===== config.mk =====
export PLATFORM = sky130hd
export DESIGN_NAME = sac_adc_ctrl
export DESIGN_NICKNAME = d
export VERILOG_FILES = /design/src/rtl/sac_pkg.sv /design/src/rtl/sac_conv_timer.sv /design/src/rtl/sac_adc_ctrl.sv
export SDC_FILE = /design/constraint.sdc
export NUM_CORES = 1
export LEC_CHECK = 0
export BUFFER_PORTS_ARGS = -buffer_cell sky130_fd_sc_hd__clkbuf_2
export CAP_MARGIN = 15
export CORE_MARGIN = 2
export CORE_UTILIZATION = 36
export CTS_CLUSTER_SIZE = 12
export DETAILED_ROUTE_END_ITERATION = 10
export GPL_ROUTABILITY_DRIVEN = 1
export PLACE_DENSITY = 0.6
export SLEW_MARGIN = 5
export SYNTH_ARGS = -nofsm -noshare
export SYNTH_HDL_FRONTEND = slang
export SYNTH_SLANG_ARGS = --single-unit

===== constraint.sdc =====
create_clock -name CLOCK -period 2.95 [get_ports CLOCK]
set_clock_uncertainty 0.15 [all_clocks]
set_input_delay 0.885 -clock CLOCK [delete_from_list [all_inputs] [get_ports CLOCK]]
set_output_delay 0.885 -clock CLOCK [all_outputs]
set_load 0.01 [all_outputs]

===== src/rtl/sac_pkg.sv =====
// Purpose: shared constants for the converter control block
// Assumes: 8-bit register port, converter clock derived from CLOCK
// Notes: offsets are byte addresses on the register port
package sac_pkg;

  // register offsets
  localparam logic [7:0] SAC_OFS_MODE = 8'hb1;
  localparam logic [7:0] SAC_OFS_RESULT_HIGH = 8'hb2;
  localparam logic [7:0] SAC_OFS_RATE_LOW = 8'hb3;

  // mode register field positions
  localparam int SAC_BIT_ENABLE = 7;
  localparam int SAC_BIT_START = 6;
  localparam int SAC_BIT_EOC = 5;
  localparam int SAC_BIT_CHANNEL_GLOBAL_ENABLE = 4;
  localparam int SAC_CHS_LSB = 0;
  localparam int SAC_CHS_W = 4;

  // rate and low-nibble register field positions
  localparam int SAC_BIT_CKS1 = 6;
  localparam int SAC_BIT_RES = 5;
  localparam int SAC_BIT_CKS0 = 4;
  localparam int SAC_LOW_LSB = 0;

  // reset values
  localparam logic [7:0] SAC_MODE_RESET = 8'h00;
  localparam logic SAC_RES_RESET = 1'b0;
  localparam logic [1:0] SAC_CKS_RESET = 2'h0;

  // divider codes and their ratios
  localparam logic [1:0] SAC_CKS_DIV16 = 2'h0;
  localparam logic [1:0] SAC_CKS_DIV8 = 2'h1;
  localparam logic [1:0] SAC_CKS_DIV1 = 2'h2;
  localparam logic [1:0] SAC_CKS_DIV2 = 2'h3;
  localparam int SAC_DIV16 = 16;
  localparam int SAC_DIV8 = 8;
  localparam int SAC_DIV1 = 1;
  localparam int SAC_DIV2 = 2;

  // conversion length in periods of converter clock / 4
  localparam int SAC_PERIODS_12 = 16;
  localparam int SAC_PERIODS_8 = 12;
  localparam int SAC_QUARTER = 4;

  // highest legal channel code; above it is reserved
  localparam logic [3:0] SAC_CHAN_MAX = 4'hc;

  // interrupt vector address
  localparam logic [7:0] SAC_IRQ_VECTOR = 8'h08;

  typedef enum logic [0:0] {
    SAC_ST_IDLE = 1'b0,
    SAC_ST_CONV = 1'b1
  } sac_state_e;

endpackage


===== src/rtl/sac_conv_timer.sv =====
// Purpose: converter clock divider and conversion length counter
// Assumes: run stays high for the whole conversion, drops to abort
// Notes: done is a one-cycle pulse at the last CLOCK of the conversion
`timescale 1ns/1ps
module sac_conv_timer
  import sac_pkg::*;
(
  // clock and reset
  input wire logic clk,
  input wire logic rst,
  // control
  input wire logic run,
  input wire logic [1:0] div_code,
  input wire logic res12,
  // status
  output logic done
);

  logic [4:0] ratio;
  logic [4:0] pre_cnt;
  logic [6:0] tick_total;
  logic [6:0] tick_cnt;
  logic tick;

  // divider code to ratio
  always_comb begin
    unique case (div_code)
      SAC_CKS_DIV16: ratio = 5'(SAC_DIV16);
      SAC_CKS_DIV8: ratio = 5'(SAC_DIV8);
      SAC_CKS_DIV1: ratio = 5'(SAC_DIV1);
      SAC_CKS_DIV2: ratio = 5'(SAC_DIV2);
    endcase
  end

  assign tick_total = res12 ? 7'(SAC_PERIODS_12 * SAC_QUARTER) : 7'(SAC_PERIODS_8 * SAC_QUARTER);
  assign tick = run && (pre_cnt == ratio - 5'd1);
  assign done = tick && (tick_cnt == tick_total - 7'd1);

  // converter clock prescaler
  always_ff @(posedge clk) begin
    if (rst || !run || tick) begin
      pre_cnt <= 5'd0;
    end else begin
      pre_cnt <= pre_cnt + 5'd1;
    end
  end

  // converter clock periods elapsed
  always_ff @(posedge clk) begin
    if (rst || !run || done) begin
      tick_cnt <= 7'd0;
    end else if (tick) begin
      tick_cnt <= tick_cnt + 7'd1;
    end
  end

endmodule


===== src/rtl/sac_adc_ctrl.sv =====
// Purpose: control and result logic of a 13-input SAR converter
// Assumes: CLOCK is the high-speed oscillator; analog core result valid at end
// Notes: register port with read data one cycle after the read strobe
// Overview of operation
// RQ1 - enable bit powers the converter; cleared it stops everything
// RQ2 - start bit begins a conversion, clearing stops it; auto-cleared at end
// RQ3 - conversion begins only with both enable and start set
// RQ4 - end flag reads 0 during conversion, 1 at end with start cleared
// RQ5 - completion sets end flag and request flag and stores the result
// RQ6 - enabled request flag raises an interrupt to vector address 8
// RQ7 - enabled converter interrupt wakes the system from green mode
// RQ8 - global channel bit connects the selected input, else none
// RQ9 - channel code n selects input n up to 12; 13 to 15 reserved
// RQ10 - software avoids internal 2.5V or 3.5V reference on the fixed channel
// RQ11 - clock rate field from bits 6 and 4 divides by 16, 8, 1, 2
// RQ12 - resolution bit chooses 8-bit when clear, 12-bit when set
// RQ13 - software finishes all settings before setting the start bit
// RQ14 - 12-bit result splits into high byte and low nibble
// RQ15 - 8-bit result lives in the high byte; low nibble meaningless
// RQ16 - result buffers are read-only and not reset
// RQ17 - result is unsigned 0 to 4095 from the analog core
// RQ18 - software clears enable before power saving
// RQ19 - conversion lasts 16 or 12 periods of converter clock over 4
// RQ20 - request flag holds until cleared; each completion sets it again
`timescale 1ns/1ps
module sac_adc_ctrl
  import sac_pkg::*;
#(
  parameter int RESULT_W = 12,
  parameter int ADDR_W = 8
)
(
  // clock and reset
  input wire logic CLOCK,
  input wire logic RST,
  // register port
  input wire logic [ADDR_W-1:0] ADDR,
  input wire logic [7:0] WDATA,
  input wire logic WR,
  input wire logic RD,
  output logic [7:0] RDATA,
  // analog core
  output logic CORE_POWER,
  output logic CORE_START,
  output logic CORE_RES12,
  input wire logic [RESULT_W-1:0] CORE_RESULT,
  // input multiplexer
  output logic CHANNEL_CONNECT,
  output logic [3:0] CHANNEL_SEL,
  // interrupt and power mode
  input wire logic IRQ_ENABLE,
  input wire logic IRQ_FLAG_CLEAR,
  input wire logic GREEN_MODE,
  output logic IRQ_FLAG,
  output logic IRQ_REQUEST,
  output logic [7:0] IRQ_VECTOR,
  output logic WAKE
);

  generate
    if (RESULT_W != 12) begin : g_bad_width
      $error("result width must be 12");
    end
    if (ADDR_W != 8) begin : g_bad_addr
      $error("address width must be 8");
    end
    // the timer has a 5-bit prescaler and a 7-bit period counter
    if (SAC_DIV16 > 31 || SAC_DIV8 > 31 || SAC_DIV2 > 31) begin : g_bad_ratio
      $error("divider ratio exceeds the prescaler");
    end
    if (SAC_DIV1 < 1 || SAC_DIV2 < 1 || SAC_DIV8 < 1) begin : g_zero_ratio
      $error("divider ratio must be at least one");
    end
    if (SAC_PERIODS_12 * SAC_QUARTER > 127) begin : g_bad_len12
      $error("12-bit conversion length exceeds the period counter");
    end
    if (SAC_PERIODS_8 * SAC_QUARTER > 127) begin : g_bad_len8
      $error("8-bit conversion length exceeds the period counter");
    end
  endgenerate

  sac_state_e state;
  sac_state_e next_state;

  logic converter_enable;
  logic conversion_start;
  logic end_of_conv;
  logic channel_global_enable;
  logic [3:0] channel_select;
  logic [1:0] conv_clock_divider;
  logic resolution_select;
  logic [7:0] result_high_byte;
  logic [3:0] result_low_nibble;
  logic conv_irq_flag;
  logic [1:0] run_divider;
  logic run_res12;

  logic wr_mode;
  logic wr_rate;
  logic begin_conv;
  logic abort_conv;
  logic conv_done;
  logic [7:0] mode_read;
  logic [7:0] rate_read;

  // address decode, used for both writes and reads
  function automatic logic hit(input logic [ADDR_W-1:0] a, input logic [7:0] ofs);
    hit = (a == ofs);
  endfunction

  assign wr_mode = WR && hit(ADDR, SAC_OFS_MODE);
  assign wr_rate = WR && hit(ADDR, SAC_OFS_RATE_LOW);

  // RQ3 both bits set
  assign begin_conv = (state == SAC_ST_IDLE) && converter_enable && conversion_start;

  // RQ1 RQ2 stop on clear
  assign abort_conv = (state == SAC_ST_CONV) && (!converter_enable || !conversion_start);

  // conversion state
  always_comb begin
    next_state = state;
    unique case (state)
      SAC_ST_IDLE: begin
        if (begin_conv) begin
          next_state = SAC_ST_CONV;
        end
      end
      SAC_ST_CONV: begin
        if (abort_conv || conv_done) begin
          next_state = SAC_ST_IDLE;
        end
      end
    endcase
  end

  always_ff @(posedge CLOCK) begin
    if (RST) begin
      state <= SAC_ST_IDLE;
    end else begin
      state <= next_state;
    end
  end

  // RQ19 conversion length
  sac_conv_timer u_timer (
    .clk(CLOCK),
    .rst(RST),
    .run((state == SAC_ST_CONV) && !abort_conv),
    .div_code(run_divider),
    .res12(run_res12),
    .done(conv_done)
  );

  // settings frozen for the running conversion
  always_ff @(posedge CLOCK) begin
    if (RST) begin
      run_divider <= SAC_CKS_RESET;
      run_res12 <= SAC_RES_RESET;
    end else if (begin_conv) begin
      run_divider <= conv_clock_divider;
      run_res12 <= resolution_select;
    end
  end

  // RQ1 enable bit
  always_ff @(posedge CLOCK) begin
    if (RST) begin
      converter_enable <= SAC_MODE_RESET[SAC_BIT_ENABLE];
    end else if (wr_mode) begin
      converter_enable <= WDATA[SAC_BIT_ENABLE];
    end
  end

  // RQ2 start bit, a fresh write beats the auto clear
  always_ff @(posedge CLOCK) begin
    if (RST) begin
      conversion_start <= SAC_MODE_RESET[SAC_BIT_START];
    end else if (wr_mode) begin
      conversion_start <= WDATA[SAC_BIT_START];
    end else if (conv_done) begin
      conversion_start <= 1'b0;
    end
  end

  // RQ4 end flag, hardware set wins
  always_ff @(posedge CLOCK) begin
    if (RST) begin
      end_of_conv <= SAC_MODE_RESET[SAC_BIT_EOC];
    end else if (conv_done) begin
      end_of_conv <= 1'b1;
    end else if (begin_conv) begin
      end_of_conv <= 1'b0;
    end else if (wr_mode) begin
      end_of_conv <= WDATA[SAC_BIT_EOC];
    end
  end

  // RQ8 RQ9 channel fields
  always_ff @(posedge CLOCK) begin
    if (RST) begin
      channel_global_enable <= SAC_MODE_RESET[SAC_BIT_CHANNEL_GLOBAL_ENABLE];
      channel_select <= SAC_MODE_RESET[SAC_CHS_LSB +: SAC_CHS_W];
    end else if (wr_mode) begin
      channel_global_enable <= WDATA[SAC_BIT_CHANNEL_GLOBAL_ENABLE];
      channel_select <= WDATA[SAC_CHS_LSB +: SAC_CHS_W];
    end
  end

  // RQ11 RQ12 rate and resolution
  always_ff @(posedge CLOCK) begin
    if (RST) begin
      conv_clock_divider <= SAC_CKS_RESET;
      resolution_select <= SAC_RES_RESET;
    end else if (wr_rate) begin
      conv_clock_divider <= {WDATA[SAC_BIT_CKS1], WDATA[SAC_BIT_CKS0]};
      resolution_select <= WDATA[SAC_BIT_RES];
    end
  end

  // RQ5 RQ14 RQ15 RQ16 RQ17 result capture, no reset
  always_ff @(posedge CLOCK) begin
    if (conv_done) begin
      result_high_byte <= CORE_RESULT[11:4];
      result_low_nibble <= CORE_RESULT[3:0];
    end
  end

  // RQ5 RQ20 request flag, set beats clear
  always_ff @(posedge CLOCK) begin
    if (RST) begin
      conv_irq_flag <= 1'b0;
    end else if (conv_done) begin
      conv_irq_flag <= 1'b1;
    end else if (IRQ_FLAG_CLEAR) begin
      conv_irq_flag <= 1'b0;
    end
  end

  // core start pulse, one cycle as the conversion begins
  always_ff @(posedge CLOCK) begin
    if (RST) begin
      CORE_START <= 1'b0;
    end else begin
      CORE_START <= begin_conv;
    end
  end

  // RQ1 core power
  always_ff @(posedge CLOCK) begin
    if (RST) begin
      CORE_POWER <= 1'b0;
    end else begin
      CORE_POWER <= converter_enable;
    end
  end

  // RQ12 resolution to core
  always_ff @(posedge CLOCK) begin
    if (RST) begin
      CORE_RES12 <= SAC_RES_RESET;
    end else if (begin_conv) begin
      CORE_RES12 <= resolution_select;
    end
  end

  // RQ8 RQ9 multiplexer; reserved codes connect nothing
  always_ff @(posedge CLOCK) begin
    if (RST) begin
      CHANNEL_CONNECT <= 1'b0;
      CHANNEL_SEL <= 4'h0;
    end else begin
      CHANNEL_CONNECT <= converter_enable && channel_global_enable &&
                         (channel_select <= SAC_CHAN_MAX);
      CHANNEL_SEL <= channel_select;
    end
  end

  // RQ6 interrupt request and vector
  assign IRQ_FLAG = conv_irq_flag;
  assign IRQ_REQUEST = conv_irq_flag && IRQ_ENABLE;
  assign IRQ_VECTOR = SAC_IRQ_VECTOR;

  // RQ7 wake from green mode
  assign WAKE = IRQ_REQUEST && GREEN_MODE;

  // read views
  always_comb begin
    mode_read = 8'h00;
    mode_read[SAC_BIT_ENABLE] = converter_enable;
    mode_read[SAC_BIT_START] = conversion_start;
    // RQ4 end flag low once start is taken
    mode_read[SAC_BIT_EOC] = end_of_conv && !begin_conv;
    mode_read[SAC_BIT_CHANNEL_GLOBAL_ENABLE] = channel_global_enable;
    mode_read[SAC_CHS_LSB +: SAC_CHS_W] = channel_select;
    rate_read = 8'h00;
    rate_read[SAC_BIT_CKS1] = conv_clock_divider[1];
    rate_read[SAC_BIT_RES] = resolution_select;
    rate_read[SAC_BIT_CKS0] = conv_clock_divider[0];
    rate_read[SAC_LOW_LSB +: 4] = result_low_nibble;
  end

  // read data, one cycle after the strobe; unmapped reads zero
  always_ff @(posedge CLOCK) begin
    if (RST) begin
      RDATA <= 8'h00;
    end else if (RD) begin
      if (hit(ADDR, SAC_OFS_MODE)) begin
        RDATA <= mode_read;
      end else if (hit(ADDR, SAC_OFS_RESULT_HIGH)) begin
        RDATA <= result_high_byte;
      end else if (hit(ADDR, SAC_OFS_RATE_LOW)) begin
        RDATA <= rate_read;
      end else begin
        RDATA <= 8'h00;
      end
    end else begin
      RDATA <= 8'h00;
    end
  end

endmodule


# Word level (Yosys, flattened, before mapping)
# Cells that the tools add are included.
# op_classes
n_addsub	4
magnitude_cmp	1
n_eq_ne	8
n_mux	15
n_bitwise	2
reduce_logical	28
# ops
operator	n
$eq 8x8->1 const B	3
$pmux 5 s4	1
$mux 8	2
$mux 7	2
$logic_and 1x1->1	13
$mux 1	9
$add 7x1->7 const B	1
$eq 7x7->1	1
$sub 7x1->7 const B	1
$add 5x1->5 const B	1
$eq 5x5->1	1
$logic_not 1->1	5
$logic_or 1x1->1	5
$sub 5x1->5 const B	1
$eq 2x2->1 const B	2
$le 4x4->1 const B	1
$reduce_bool 2->1	2
$reduce_bool 3->1	1
$eq 2x1->1 const B	1
$logic_not 2->1	1
$not 1->1	2
$pmux 1 s2	1
$reduce_or 2->1	1
# word_totals
reg_bits	55
output_inout_bits	27

# Longest topological paths before layout
# logic_depth
depth_word	10
depth_mapped	7
mapped_depth_nobuf	6

# Cells and area by module
# A second synthesis with hierarchy kept.
# unflattened
cells_unflattened	215
area_unflattened_um2	2357.3
# by_module_without_submodules
module	n_inst	cells_each	area_per_inst_um2	seq_area_each_um2
sac_adc_ctrl	1	144	1727.9	980.9
sac_conv_timer	1	71	629.4	240.2

# Worst setup path after synthesis
# OpenSTA, ideal clock, no wires.
# synth_path
path_type	register -> register
from	register run_divider[0]
to	register result_high_byte[0], enable pin
setup_time_ns	0.344
t_arrival_ns	1.761
required_time_ns	2.456
slack_ns	0.695
path_stages_with_launch	7
n_path_buf	0
cell_sequence	dfxtp_1 > nand2b_1 > ha_1 > xor2_1 > nand3_2 > or3_4 > inv_1
# synth_via
elab_chain_len	6
word_cells_on_any_way	9
# synth_lines
item	line_no	rtl
start: declaration	sac_adc_ctrl.sv:95	logic [1:0] run_divider;
start signal: assignment	sac_adc_ctrl.sv:161	run_divider <= conv_clock_divider;
$eq 2x2->1 (tied with other cells)	sac_conv_timer.sv:27	unique case (div_code)
$pmux 5 s4 (*)	sac_conv_timer.sv:27	
$sub 5x1->5 (*)	sac_conv_timer.sv:36	assign tick = run && (pre_cnt == ratio - 5'd1);
$eq 5x5->1 (*)	sac_conv_timer.sv:36	
$logic_and 1x1->1 (*)	sac_conv_timer.sv:36	
$logic_and 1x1->1 (*)	sac_conv_timer.sv:37	assign done = tick && (tick_cnt == tick_total - 7'd1);
via conv_done	sac_adc_ctrl.sv:102	logic conv_done;
end signal: assignment	sac_adc_ctrl.sv:224	result_high_byte <= CORE_RESULT[11:4];
end: declaration	sac_adc_ctrl.sv:92	logic [7:0] result_high_byte;
# Mark *: on every way through the listed nets, which the timed path passes. The rest lies on a longest branch. The select of a mux whose other input is x is not followed.
# A chain may end at the register's enable or synchronous reset.

# Worst setup path after layout
# layout_path
from	register run_divider[0]
to	register result_low_nibble[0], enable pin
# layout_via
elab_chain_len	6
word_cells_on_any_way	9
# layout_lines
item	line_no	rtl
$eq 2x2->1 (tied with other cells)	sac_conv_timer.sv:27	
$pmux 5 s4 (*)	sac_conv_timer.sv:27	
$sub 5x1->5 (*)	sac_conv_timer.sv:36	
$eq 5x5->1 (*)	sac_conv_timer.sv:36	
$logic_and 1x1->1 (*)	sac_conv_timer.sv:36	
$logic_and 1x1->1 (*)	sac_conv_timer.sv:37	
via conv_done	sac_adc_ctrl.sv:102	
end signal: assignment	sac_adc_ctrl.sv:225	result_low_nibble <= CORE_RESULT[3:0];
end: declaration	sac_adc_ctrl.sv:93	logic [3:0] result_low_nibble;
# Marks and branches as above.

==> results.cfg <==
[run_status]
status = finished clean

[clock_tree]
cts.htree.levels = 2
clock_path_buffers = 2
cts_sinks = 55
ctsResizeCount = 0
numCtsBuffers = 5
post_cts_buffers = 0
clk_pin_slew_ns = 0.11
clk_latency_ns = 0.31
cts_tree = built
root_buffer = clkbuf_8
holdBufCountCts = 0

[sta]
max_slew_margin_pct = 63.0
drv_slew = 0
tightest_slew_ns = 0.550
rsz0062_at_grt = false
setup_viol = 0
fin_setup_tns_ns = 0
fin_ws_ns = 0.502
hold_violations = 0
fmax_ghz = 0.409
period_minus_slack_ns = 2.45
final.period_utilization_pct = 83.0

[critical_path]
end_kind = flop
rr_worst_depth = 6
crit_required_ns = 2.78
reg2reg_from = run_divider[0]
arrival_ns = 2.28
crit_start = run_divider[0]
crit_type = flop to flop
critPathCapture = result_low_nibble[0]
regToRegSetupSlack_ns = 0.50
r2r-end = result_low_nibble[0]
worstPathMaxFanout = 12
crit_path_start_kind = flop

[route]
routedWlPerCell_um = 13.4
drt-total-wl_mm = 4.73
ant_nets = 0
drt_iter0_drc = 122
route.detailed.drc = 0
viasPerCell = 4.89
drtPass1Iterations = 4
via_count = 1731

[global_routing]
grt_util_all_layers_pct = 13.9
antenna_found_initial = 0
grt_pass1_wl_mm = 7.94
grtUsageMet3_pct = 3.83
grt_max_degree = 24
met2_usage_pct = 21.1
grt_util_met1_pct = 19.5
grt-busiest-layer = met2
overflow = 0
grt_pass1_vias = 1647

[job]
cap_violations = 0

[yosys]
yosys_warnings = 0
synthArstFlopShare_pct = 0
syn_inst = 221
synth_most_common_cell = dfxtp_1
synth.top_cell.area_share_pct = 36.7
synth_top_cells_by_count = 43 x dfxtp_1, 27 x nor2_1, 14 x a21oi_1
synth_area_leader_cell = dfxtp_1
synth_sequential_area_ratio_pct = 52.0
synthTopCellsByArea = dfxtp_1 37%, edfxtp_1 15%, mux2i_1 5.5%
synth-edff-count = 12
synth_area_um2 = 2350
ys_ff_latch = 55
synth_flop_cell = dfxtp_1
avgSynthCellArea_um2 = 10.6
synth.distinct_cells = 48

[cells_and_area]
fin_nets = 314
drive_gt1_share_pct = 27.4
diodes = 0
syn_to_final_growth_pct = 17.3
n_fill_cell = 634
fin_area_um2 = 2760

[floorplan]
start_util_pct = 37.2
fp.coreArea_um2 = 6310
die-area_um2 = 7190
ios = 62
std_cell_rows = 29
die_y_um = 84.8
die_w_um = 84.8

[pwr]
powerDensity_nw_per_um2 = 458
total_power_mw = 1.26
p_leak_nw = 1.16
ir_drop_mv = 0.289

[place]
pre_cts_ws_ns = 0.495
portBuffers = 53
dpl_cell_area_um2 = 2660
place.detailed.hpwl_mm = 3.55
place_congestion = 0.790

[min_path]
hp-class = flop to flop
-- flip-flops by register name, summed over array words and instances, names as in the netlist, 2 cells and up --
signal              count
CHANNEL_SEL             4
RDATA                   8
u_timer.tick_cnt        7
result_low_nibble       4
result_high_byte        8
u_timer.pre_cnt         5
conv_clock_divider      2
channel_select          4
run_divider             2
-- metal layers --
layer  wire length (µm)  share of wire [%]  vias to the layer above
met5                  0                  0                        -
met2               2050                 43                       56
met1               2340                 50                      777
met4                 54                1.1                        0
met3                276                5.8                        7
li1                   -                  -                      891
-- layout by cell type (no fill, tap or decap), drive strengths merged, types with 4 or more instances in the layout --
cell     n
a21oi   14
and3     4
clkbuf  58
conb     8
dfxtp   43
edfxtp  12
inv      4
mux2i   13
nand2    9
nand3   10
nor2    28
nor2b    7
nor3     8
nor4     7
o31ai    4
-- worst max-delay path, stage by stage (launching register included) --
cell	delay [ns]
dfxtp_1	0.38
nand2b_1	0.17
ha_1	0.30
xor2_1	0.24
nand3_2	0.10
or3_4	0.41
inv_1	0.35
-- kinds of logic (layout without fill, tap and decap cells) --
| kind of cell | after synthesis | in the layout | share of synthesized area [%] |
|---|---|---|---|
| muxes | 14 | 14 | 6.02 |
| adders and majority gates | 3 | 3 | 1.60 |
| buffers and inverters | 17 | 67 | 4.63 |
| and+or+nand+nor | 97 | 97 | 25.6 |
| DFF | 55 | 55 | 52.0 |
| AOI/OAI and AO/OA | 27 | 27 | 7.62 |
| xor gates and xnor gates | 6 | 6 | 2.24 |
| other | 2 | 8 | 0.320 |
-- stage by stage --
stage,hold WS [ns],utilization [%],instances
4_1_cts,0.327,43.6,354
6_report,0.322,43.6,354
2_1_floorplan,0.289,-,227
3_5_place_dp,0.313,42.1,346
5_1_grt,0.376,43.6,354
3_3_place_gp,0.310,42.1,346
-- power by group --
part | switching (mW) | leakage, nW | internal, mW
clock | 0.263 | 0.0502 | 0.176
sequential | 0.000248 | 0.454 | 0.768
combinational | 0.0306 | 0.653 | 0.0229
-- worst min path at each step --
stage / start / end / slack (ns) / cells after the start
2_1_floorplan: u_timer.tick_cnt[6] / u_timer.tick_cnt[6] / 0.29 / 2
3_3_place_gp: u_timer.tick_cnt[6] / u_timer.tick_cnt[6] / 0.31 / 2
3_5_place_dp: u_timer.tick_cnt[6] / u_timer.tick_cnt[6] / 0.31 / 2
4_1_cts: u_timer.tick_cnt[6] / u_timer.tick_cnt[6] / 0.33 / 2
5_1_grt: u_timer.tick_cnt[6] / u_timer.tick_cnt[6] / 0.38 / 2
6_report: u_timer.tick_cnt[6] / u_timer.tick_cnt[6] / 0.32 / 2
-- cell type report --
class                           count  area, µm²  area share [%]
Multi-Input combinational cell    155       1040            37.8
Clock inverter                      3       28.8            1.04
Inverter                            3       11.3           0.409
Clock buffer                        5       68.8            2.50
Timing Repair Buffer               56        288            10.4
Sequential cell                    55       1220            44.3
Tap cell                           77       96.3            3.50
Note: power is estimated with default switching activity, not from simulation.
